### src/shp_pkg.sv
// Shared constants and types for the SPI host port with interface detect.
// Assumes a single 25 MHz system clock on both ends of the link.
package shp_pkg;

  // ****************************************************************
  // Clock and link timing
  // ****************************************************************
  localparam int MCLK_HZ = 25000000;
  localparam int MCLK_PERIOD_NS = 1000000000 / MCLK_HZ;
  localparam int SPI_MAX_KBPS = 10000;
  localparam int SPI_MIN_PERIOD_NS = 1000000 / SPI_MAX_KBPS;
  // A least half period rounds up to whole clock cycles.
  localparam int SCK_MIN_HALF_RAW =
    (SPI_MIN_PERIOD_NS / 2 + MCLK_PERIOD_NS - 1) / MCLK_PERIOD_NS;
  localparam int SCK_MIN_HALF = (SCK_MIN_HALF_RAW < 1) ? 1 : SCK_MIN_HALF_RAW;
  localparam int SCK_HALF_DEF = 8;
  localparam int DETECT_WAIT = 4;

  // ****************************************************************
  // Address byte layout
  // ****************************************************************
  localparam int BYTE_W = 8;
  localparam int ADDR_W = 6;
  localparam int RW_BIT = 7;
  localparam int ADDR_MSB = 6;
  localparam int ADDR_LSB = 1;
  localparam logic RW_READ = 1'b1;
  localparam logic ADDR_PAD = 1'b0;
  localparam logic [7:0] END_BYTE = 8'h00;
  localparam logic [2:0] LAST_BIT = 3'h7;
  localparam logic IDLE_MISO = 1'b1;

  // ****************************************************************
  // Enumerations
  // ****************************************************************
  typedef enum logic [1:0] {
    SHP_MODE_NONE,
    SHP_MODE_UART,
    SHP_MODE_SPI,
    SHP_MODE_I2C
  } shp_mode_t;

  typedef enum logic [1:0] {
    SHP_DPH_ADDR,
    SHP_DPH_READ,
    SHP_DPH_WRITE
  } shp_dph_t;

  typedef enum logic [2:0] {
    SHP_HPH_IDLE,
    SHP_HPH_SEL,
    SHP_HPH_SHIFT,
    SHP_HPH_LOAD,
    SHP_HPH_END
  } shp_hph_t;

endpackage

### src/shp_if.sv
// Pin bundle between the host microcontroller end and the device port.
// Straps are board wiring and are driven by whoever builds the board.
interface shp_if;
  logic slave_select_n;
  logic iface_sel_pin;
  logic address_strap_pin;
  logic shared_io_five;
  logic shared_io_six;
  logic shared_io_seven_o;
  logic shared_io_seven_oe;
  logic shared_io_seven;

  // The undriven line floats high through a board pull-up.
  assign shared_io_seven = shared_io_seven_oe ? shared_io_seven_o : 1'b1;

  modport dev (
    input slave_select_n,
    input iface_sel_pin,
    input address_strap_pin,
    input shared_io_five,
    input shared_io_six,
    output shared_io_seven_o,
    output shared_io_seven_oe
  );

  modport host (
    output slave_select_n,
    output shared_io_five,
    output shared_io_six,
    input shared_io_seven
  );
endinterface

### src/shp_dev.sv
// Device end of the host port: strap detect, then an SPI slave that
// turns bursts into register read strobes and buffered register writes.
// Assumes the register file answers a read strobe within the same cycle.
module shp_dev
  import shp_pkg::*;
#(
  parameter int ADDR_BITS = ADDR_W,
  parameter int DATA_BITS = BYTE_W
) (
  input wire logic mclk,
  input wire logic srst,
  shp_if.dev pins,
  output shp_mode_t mode,
  output logic detect_done,
  output logic rd_strobe,
  output logic [ADDR_BITS-1:0] rd_addr,
  input wire logic [DATA_BITS-1:0] rd_data,
  output logic wr_valid,
  input wire logic wr_ready,
  output logic [ADDR_BITS-1:0] wr_addr,
  output logic [DATA_BITS-1:0] wr_data,
  output logic wr_overrun
);

  // ****************************************************************
  // State
  // ****************************************************************
  typedef struct packed {
    logic [1:0] ss_s;
    logic [1:0] sck_s;
    logic [1:0] mosi_s;
    logic [1:0] sel_s;
    logic [1:0] ea_s;
    logic sck_d;
    logic [2:0] det_cnt;
    logic det_done;
    shp_mode_t mode;
    shp_dph_t ph;
    logic [2:0] bit_cnt;
    logic [DATA_BITS-1:0] rx_sh;
    logic [DATA_BITS-1:0] tx_sh;
    logic [ADDR_BITS-1:0] addr;
    logic rd_strobe;
    logic push;
    logic [ADDR_BITS+DATA_BITS-1:0] push_word;
    logic overrun;
  } shp_dev_st_t;

  shp_dev_st_t st_reg;
  shp_dev_st_t st_next;
  logic buf_in_ready;
  logic [ADDR_BITS+DATA_BITS-1:0] buf_out;
  logic spi_on;
  logic ss_act;
  logic sck_rise;
  logic sck_fall;
  logic [DATA_BITS-1:0] byte_in;

  // ****************************************************************
  // Decoded link events
  // ****************************************************************
  // Only the second synchroniser stage is looked at from here on.
  assign spi_on = st_reg.det_done && (st_reg.mode == SHP_MODE_SPI);
  assign ss_act = spi_on && !st_reg.ss_s[1];
  assign sck_rise = st_reg.sck_s[1] && !st_reg.sck_d;
  assign sck_fall = !st_reg.sck_s[1] && st_reg.sck_d;
  assign byte_in = {st_reg.rx_sh[DATA_BITS-2:0], st_reg.mosi_s[1]};

  // ****************************************************************
  // Next-state logic
  // ****************************************************************
  always_comb begin
    st_next = st_reg;
    st_next.rd_strobe = 1'b0;
    st_next.push = 1'b0;
    st_next.overrun = 1'b0;
    st_next.ss_s = {st_reg.ss_s[0], pins.slave_select_n};
    st_next.sck_s = {st_reg.sck_s[0], pins.shared_io_five};
    st_next.mosi_s = {st_reg.mosi_s[0], pins.shared_io_six};
    st_next.sel_s = {st_reg.sel_s[0], pins.iface_sel_pin};
    st_next.ea_s = {st_reg.ea_s[0], pins.address_strap_pin};
    st_next.sck_d = st_reg.sck_s[1];

    if (!st_reg.det_done) begin
      if (st_reg.det_cnt == 3'(DETECT_WAIT - 1)) begin
        st_next.det_done = 1'b1;
        if (st_reg.sel_s[1]) begin
          st_next.mode = SHP_MODE_I2C;
        end else if (st_reg.ea_s[1]) begin
          st_next.mode = SHP_MODE_SPI;
        end else begin
          st_next.mode = SHP_MODE_UART;
        end
      end else begin
        st_next.det_cnt = st_reg.det_cnt + 3'h1;
      end
    end

    // A read answer is taken in the same cycle as its strobe.
    if (st_reg.rd_strobe) begin
      st_next.tx_sh = rd_data;
    end

    if (!ss_act) begin
      st_next.ph = SHP_DPH_ADDR;
      st_next.bit_cnt = 3'h0;
    end else begin
      if (sck_rise) begin
        st_next.rx_sh = byte_in;
        st_next.bit_cnt = st_reg.bit_cnt + 3'h1;
        if (st_reg.bit_cnt == LAST_BIT) begin
          unique case (st_reg.ph)
            SHP_DPH_ADDR: begin
              st_next.addr = byte_in[ADDR_MSB:ADDR_LSB];
              if (byte_in[RW_BIT] == RW_READ) begin
                st_next.ph = SHP_DPH_READ;
                st_next.rd_strobe = 1'b1;
              end else begin
                st_next.ph = SHP_DPH_WRITE;
              end
            end
            SHP_DPH_READ: begin
              if (byte_in[RW_BIT] == RW_READ) begin
                st_next.addr = byte_in[ADDR_MSB:ADDR_LSB];
                st_next.rd_strobe = 1'b1;
              end
            end
            SHP_DPH_WRITE: begin
              st_next.push = 1'b1;
              st_next.push_word = {st_reg.addr, byte_in};
            end
          endcase
        end
      end
      if (sck_fall && st_reg.bit_cnt != 3'h0) begin
        st_next.tx_sh = {st_reg.tx_sh[DATA_BITS-2:0], 1'b0};
      end
    end

    // a full buffer loses the word
    if (st_reg.push && !buf_in_ready) begin
      st_next.overrun = 1'b1;
    end
  end

  // ****************************************************************
  // Registers
  // ****************************************************************
  always_ff @(posedge mclk) begin
    if (srst) begin
      st_reg <= '{
        ss_s: 2'h3,
        sck_s: 2'h0,
        mosi_s: 2'h0,
        sel_s: 2'h0,
        ea_s: 2'h0,
        sck_d: 1'b0,
        det_cnt: 3'h0,
        det_done: 1'b0,
        mode: SHP_MODE_NONE,
        ph: SHP_DPH_ADDR,
        bit_cnt: 3'h0,
        rx_sh: '0,
        tx_sh: '0,
        addr: '0,
        rd_strobe: 1'b0,
        push: 1'b0,
        push_word: '0,
        overrun: 1'b0
      };
    end else begin
      st_reg <= st_next;
    end
  end

  // ****************************************************************
  // Write buffer
  // ****************************************************************
  // Two entries absorb a short stall by the register file; the
  // serial side cannot be held, so a longer stall shows as overrun.
  shp_buf #(
    .W(ADDR_BITS + DATA_BITS)
  ) u_wbuf (
    .mclk(mclk),
    .srst(srst),
    .in_valid(st_reg.push),
    .in_ready(buf_in_ready),
    .in_data(st_reg.push_word),
    .out_valid(wr_valid),
    .out_ready(wr_ready),
    .out_data(buf_out)
  );

  // ****************************************************************
  // Outputs
  // ****************************************************************
  assign wr_addr = buf_out[ADDR_BITS+DATA_BITS-1:DATA_BITS];
  assign wr_data = buf_out[DATA_BITS-1:0];
  assign mode = st_reg.mode;
  assign detect_done = st_reg.det_done;
  assign rd_strobe = st_reg.rd_strobe;
  assign rd_addr = st_reg.addr;
  assign wr_overrun = st_reg.overrun;
  assign pins.shared_io_seven_o = ss_act ? st_reg.tx_sh[DATA_BITS-1]
                                         : IDLE_MISO;
  assign pins.shared_io_seven_oe = ss_act;
endmodule

### src/shp_buf.sv
// Two-entry buffer with valid and ready on both sides.
// Assumes both sides run on mclk; no crossing inside.
module shp_buf
  import shp_pkg::*;
#(
  parameter int W = 14
) (
  input wire logic mclk,
  input wire logic srst,
  input wire logic in_valid,
  output logic in_ready,
  input wire logic [W-1:0] in_data,
  output logic out_valid,
  input wire logic out_ready,
  output logic [W-1:0] out_data
);

  typedef struct packed {
    logic [1:0] cnt;
    logic [W-1:0] head;
    logic [W-1:0] tail;
  } shp_buf_st_t;

  shp_buf_st_t st_reg;
  shp_buf_st_t st_next;
  logic push;
  logic pop;

  assign in_ready = (st_reg.cnt != 2'h2);
  assign out_valid = (st_reg.cnt != 2'h0);
  assign out_data = st_reg.head;
  assign push = in_valid && in_ready;
  assign pop = out_valid && out_ready;

  always_comb begin
    st_next = st_reg;
    if (pop) begin
      st_next.head = st_reg.tail;
    end
    if (push) begin
      if (st_reg.cnt == 2'h0 || (st_reg.cnt == 2'h1 && pop)) begin
        st_next.head = in_data;
      end else begin
        st_next.tail = in_data;
      end
    end
    st_next.cnt = st_reg.cnt + {1'b0, push} - {1'b0, pop};
  end

  always_ff @(posedge mclk) begin
    if (srst) begin
      st_reg <= '0;
    end else begin
      st_reg <= st_next;
    end
  end
endmodule

### src/flat_wrapper.sv
// flat-port wrapper written by rule: the top's interface ports become plain ports
module shp_dev_flat import shp_pkg::*;
#(
  parameter int ADDR_BITS = ADDR_W,
  parameter int DATA_BITS = BYTE_W
)
  (mclk, srst, mode, detect_done, rd_strobe, rd_addr, rd_data, wr_valid, wr_ready, wr_addr, wr_data, wr_overrun, pins_slave_select_n, pins_iface_sel_pin, pins_address_strap_pin, pins_shared_io_five, pins_shared_io_six, pins_shared_io_seven_o, pins_shared_io_seven_oe);
  shp_if pins_i ();
  input wire logic mclk;
  input wire logic srst;
  output shp_mode_t mode;
  output logic detect_done;
  output logic rd_strobe;
  output logic [ADDR_BITS-1:0] rd_addr;
  input wire logic [DATA_BITS-1:0] rd_data;
  output logic wr_valid;
  input wire logic wr_ready;
  output logic [ADDR_BITS-1:0] wr_addr;
  output logic [DATA_BITS-1:0] wr_data;
  output logic wr_overrun;
  input wire logic [$bits(pins_i.slave_select_n)-1:0] pins_slave_select_n;
  input wire logic [$bits(pins_i.iface_sel_pin)-1:0] pins_iface_sel_pin;
  input wire logic [$bits(pins_i.address_strap_pin)-1:0] pins_address_strap_pin;
  input wire logic [$bits(pins_i.shared_io_five)-1:0] pins_shared_io_five;
  input wire logic [$bits(pins_i.shared_io_six)-1:0] pins_shared_io_six;
  output wire logic [$bits(pins_i.shared_io_seven_o)-1:0] pins_shared_io_seven_o;
  output wire logic [$bits(pins_i.shared_io_seven_oe)-1:0] pins_shared_io_seven_oe;
  assign pins_i.slave_select_n = pins_slave_select_n;
  assign pins_i.iface_sel_pin = pins_iface_sel_pin;
  assign pins_i.address_strap_pin = pins_address_strap_pin;
  assign pins_i.shared_io_five = pins_shared_io_five;
  assign pins_i.shared_io_six = pins_shared_io_six;
  assign pins_shared_io_seven_o = pins_i.shared_io_seven_o;
  assign pins_shared_io_seven_oe = pins_i.shared_io_seven_oe;
  shp_dev #(.ADDR_BITS(ADDR_BITS), .DATA_BITS(DATA_BITS)) u_core (.mclk(mclk), .srst(srst), .pins(pins_i), .mode(mode), .detect_done(detect_done), .rd_strobe(rd_strobe), .rd_addr(rd_addr), .rd_data(rd_data), .wr_valid(wr_valid), .wr_ready(wr_ready), .wr_addr(wr_addr), .wr_data(wr_data), .wr_overrun(wr_overrun));
endmodule
### config.mk
export PLATFORM = sky130hd
export DESIGN_NAME = shp_dev_flat
export DESIGN_NICKNAME = d
export VERILOG_FILES = /design/src/shp_pkg.sv /design/src/shp_if.sv /design/src/shp_dev.sv /design/src/shp_buf.sv /design/src/flat_wrapper.sv
export SDC_FILE = /design/constraint.sdc
export NUM_CORES = 1
export LEC_CHECK = 0
export BUFFER_PORTS_ARGS = -buffer_cell sky130_fd_sc_hd__buf_2
export CORE_MARGIN = 3
export CORE_UTILIZATION = 58
export DETAILED_ROUTE_END_ITERATION = 7
export PLACE_DENSITY = 0.76
export REMOVE_ABC_BUFFERS = 1
export SETUP_SLACK_MARGIN = 0.3
export SLEW_MARGIN = 20
export SYNTH_ARGS = -nofsm -noshare
export SYNTH_HDL_FRONTEND = slang
export SYNTH_HIERARCHICAL = 1
export SYNTH_SLANG_ARGS = --single-unit
### constraint.sdc
create_clock -name mclk -period 2.1 [get_ports mclk]
set_input_delay 0.315 -clock mclk [delete_from_list [all_inputs] [get_ports mclk]]
set_output_delay 0.315 -clock mclk [all_outputs]
set_load 0.01 [all_outputs]
==> metrics.yaml <==
placed_design:
  hpwlAfterDp_mm: 5.02
  detailedPlace.worstSlack_ns: 0.486
  placed_cell_area_um2: 4020
  weighted_congestion_at_the_end_of_routability_driven_global_placement: 0.839
  port_buffers: 43
clock_tree:
  cts_root_buffer: "sky130_fd_sc_hd__clkbuf_8"
  cts_buffers: 9
  clock_insertion_delay_worst_skew_ns: 0.36
  number_of_sinks_on_the_clock_net: 90
  cts_tree: "yes"
  clk_pin_slew_ns: 0.08
  cts-root-to-sink-buffers: 2
  htreeDepth: 3
  ctsHoldBuffers: 0
floorplanning:
  fp-row-count: 29
  die-height_um: 89.2
  die_w_um: 89.2
  die-area_um2: 7960
  design.portCount: 44
  fp.coreArea_um2: 6530
  initial_utilization_pct: 61.5
routing:
  totalWireLength_mm: 7.14
  drtPass1Iterations: 5
  avgRoutedWirePerCell_um: 14.1
  vias: 2856
  drc_errors: 0
  vias_per_cell: 5.64
  drtAntennaViolNets: 0
  detailedRoute.firstIterationViolations: 113
timing:
  setup_repair_after_global_routing_missed_its_margin: "false"
  timing.fmax_mhz: 584
  fin_crit_sh_pct: 81.5
  setup_tns_ns: 0
  finalClockSkew_ns: 0.0106
  setup_viol: 0
  finalCriticalPeriod_ns: 1.71
  worst_slew_pin_slew_ns: 0.680
  postLayoutSetupSlackWorst_ns: 0.389
  timing.final.hold_violations: 0
  worst_slew_margin_rel_pct: 54.7
  timing_max_transition_violations_final: 0
synthesis:
  syn-instance-count: 414
  syn_area_cell_um2: 9.71
  synth_most_common_cell: "sky130_fd_sc_hd__dfxtp_1"
  yosys.area.top_type_share_pct: 44.8
  synthFlopType: "sky130_fd_sc_hd__dfxtp_1"
  yosysWarningCount: 6
  synth_area_leaders: "sky130_fd_sc_hd__dfxtp_1 45%, sky130_fd_sc_hd__mux2i_1 8.7%, sky130_fd_sc_hd__nand2b_1 5.3%, sky130_fd_sc_hd__a21oi_1 5.0%, sky130_fd_sc_hd__buf_4 4.9%"
  synth.cell_area_um2: 4020
  yosysSeqAreaShare_pct: 44.8
  ys_seq_elements: 90
  yosys.cell_types.count: 45
  ys_async_sr_fraction_pct: 0
  yosys-top-cells-count: "90 x sky130_fd_sc_hd__dfxtp_1, 40 x sky130_fd_sc_hd__a21oi_1, 35 x sky130_fd_sc_hd__mux2i_1, 34 x sky130_fd_sc_hd__nand2b_1, 26 x sky130_fd_sc_hd__buf_4"
  synth_enable_flop_cells: 0
  yosysTopAreaCell: "sky130_fd_sc_hd__dfxtp_1"
grt:
  antenna_found_initial: 0
  first_global_vias: 2689
  grt.overflow.total: 0
  grt_pass1_wl_mm: 12.4
  grt.total_usage_pct: 19.7
  grt_max_degree: 30
finish:
  largest_register_ff_count: 35
  areaGrowthSynthToFinish_pct: 5.01
  drive_above_1_share_pct: 20.3
  layout.nets: 446
  final_cell_area_um2: 4220
  layout.core_utilization_pct: 64.6
  fill_cells: 535
  diodes: 0
job:
  maxcap_violations: 0
pwr:
  comb_power_share_pct: 6.7
  clkPwrFrac_pct: 36.0
  power.total_mw: 3.12
  pwr-share-seq_pct: 57.3
  vdd_ir_drop_max_mv: 0.724
  internal-power_mw: 2.41
  power.leakage_nw: 1.67
  switchingPower_mw: 0.713
  pwr_density_cell_nw_per_um2: 739
  switching_share_pct: 22.9
worst_setup_path:
  timing.setup.critical_path_class: "flip-flop to output pin"
  cp_data_arrival_time_ns: 1.40
  critical_path.endpoint_type: "output pin"
  required_ns: 1.78
  setup.worst_path.start_class: "flip-flop"
  critical_path.max_fanout: 17
hold_path:
  timing.hold.worst.class: "input port to flip-flop"
outcome:
  run_status: "complete, no violations"
==> final timing paths <==
kind	endpoint	from	cells past startpoint	slack, ns
setup / recovery	pins_shared_io_seven_o	u_core/mode[0]$_SDFFE_PP0P_	5	0.39
setup reg to reg	u_core/rd_addr[3]$_SDFFE_PP0P_	u_core/st_reg[39]$_SDFFE_PP0N_	5	0.50
hold reg to reg	u_core/st_reg[60]$_SDFF_PP1_	u_core/st_next[60]$_SDFF_PP1_	1	0.41
hold / removal	u_core/st_next[60]$_SDFF_PP1_	pins_slave_select_n	2	0.14
==> critical path, cell delays in order (launching register included) <==
cell and delay (ns):
sky130_fd_sc_hd__dfxtp_1 0.33, sky130_fd_sc_hd__nand4bb_4 0.22, sky130_fd_sc_hd__inv_4 0.11, sky130_fd_sc_hd__buf_6 0.17, sky130_fd_sc_hd__nand2b_1 0.06, sky130_fd_sc_hd__buf_2 0.13
==> area by class of cell <==
cell class | count | area [um^2] | share of cell area (%)
multi-input cells | 262 | 1810 | 42.9
inverters | 9 | 36.3 | 0.860
repair buffers | 52 | 287 | 6.79
clock buffers | 12 | 135 | 3.20
well taps | 77 | 96.3 | 2.28
clock inverters | 4 | 52.6 | 1.25
flip-flops and latches | 90 | 1800 | 42.7
==> placed cells by master, fill, tap and decap left out, types with 2 or more instances in the layout <==
cell type                  Yosys  layout
sky130_fd_sc_hd__nor2_1       12      12
sky130_fd_sc_hd__buf_4        26       8
sky130_fd_sc_hd__clkinv_4      0       2
sky130_fd_sc_hd__a31oi_1       7       7
sky130_fd_sc_hd__clkbuf_1     11       3
sky130_fd_sc_hd__or2_2         3       3
sky130_fd_sc_hd__dfxtp_1      90      89
sky130_fd_sc_hd__o21ai_0      22      22
sky130_fd_sc_hd__inv_1         8       8
sky130_fd_sc_hd__nand2b_1     34      34
sky130_fd_sc_hd__a211oi_1      2       2
sky130_fd_sc_hd__nor2b_1      15      15
sky130_fd_sc_hd__a311oi_1      2       2
sky130_fd_sc_hd__nor4_1        7       7
sky130_fd_sc_hd__ha_1          6       6
sky130_fd_sc_hd__nand3_1      22      22
sky130_fd_sc_hd__mux2i_1      35      35
sky130_fd_sc_hd__o31ai_1      14      14
sky130_fd_sc_hd__a21oi_1      40      40
sky130_fd_sc_hd__clkbuf_8      0       9
sky130_fd_sc_hd__xnor2_1       2       2
sky130_fd_sc_hd__nand2_1       7       7
sky130_fd_sc_hd__nor3_1        7       7
sky130_fd_sc_hd__mux2_2        8       8
sky130_fd_sc_hd__buf_2         8      43
==> per-layer routing <==
layer | vias to the layer above | GRT usage [%] | part of all wire [%]
li1 | 1443 | - | -
met1 | 1334 | 24.5 | 46
met2 | 71 | 32.4 | 48
met3 | 8 | 6.73 | 4.7
met4 | 0 | 5.82 | 1.2
met5 | - | 0 | 0
==> per-stage QoR <==
| stage | cells | hold slack [ns] |
|---|---|---|
| 2_1_floorplan | 361 | 0.384 |
| 3_3_place_gp | 489 | 0.397 |
| 6_report | 506 | 0.139 |
| 4_1_cts | 506 | 0.123 |
| 5_1_grt | 506 | 0.122 |
| 3_5_place_dp | 489 | 0.394 |
==> power groups by stage <==
stage          registers (mW)  clock network, mW  logic, mW
6_report                 1.79               1.12      0.210
5_1_grt                  1.79               1.23      0.242
4_1_cts                  1.79               1.15      0.210
3_5_place_dp             1.83                  0      0.208
3_3_place_gp             1.82                  0      0.206
2_1_floorplan            1.83                  0      0.127
==> repair_timing <==
item                                    in CTS  in global routing
resized for setup                            1                  2
endpoints found under the setup margin       2                  2
endpoints found under the hold margin        0                  0
buffers inserted                             1                  0
pin swaps                                    1                  0
==> kinds of logic (layout without fill, tap and decap cells) <==
family / Yosys count / in the layout / synth area share, %
flops: 90 / 90 / 44.8
xor+xnor: 3 / 3 / 0.654
simple gates: 119 / 119 / 18.2
compound gates: 91 / 91 / 13.4
buf+inv: 62 / 77 / 10.1
mux: 43 / 43 / 11.0
fa+ha+maj: 6 / 6 / 1.87
Note: power is estimated with default switching activity, not from simulation.
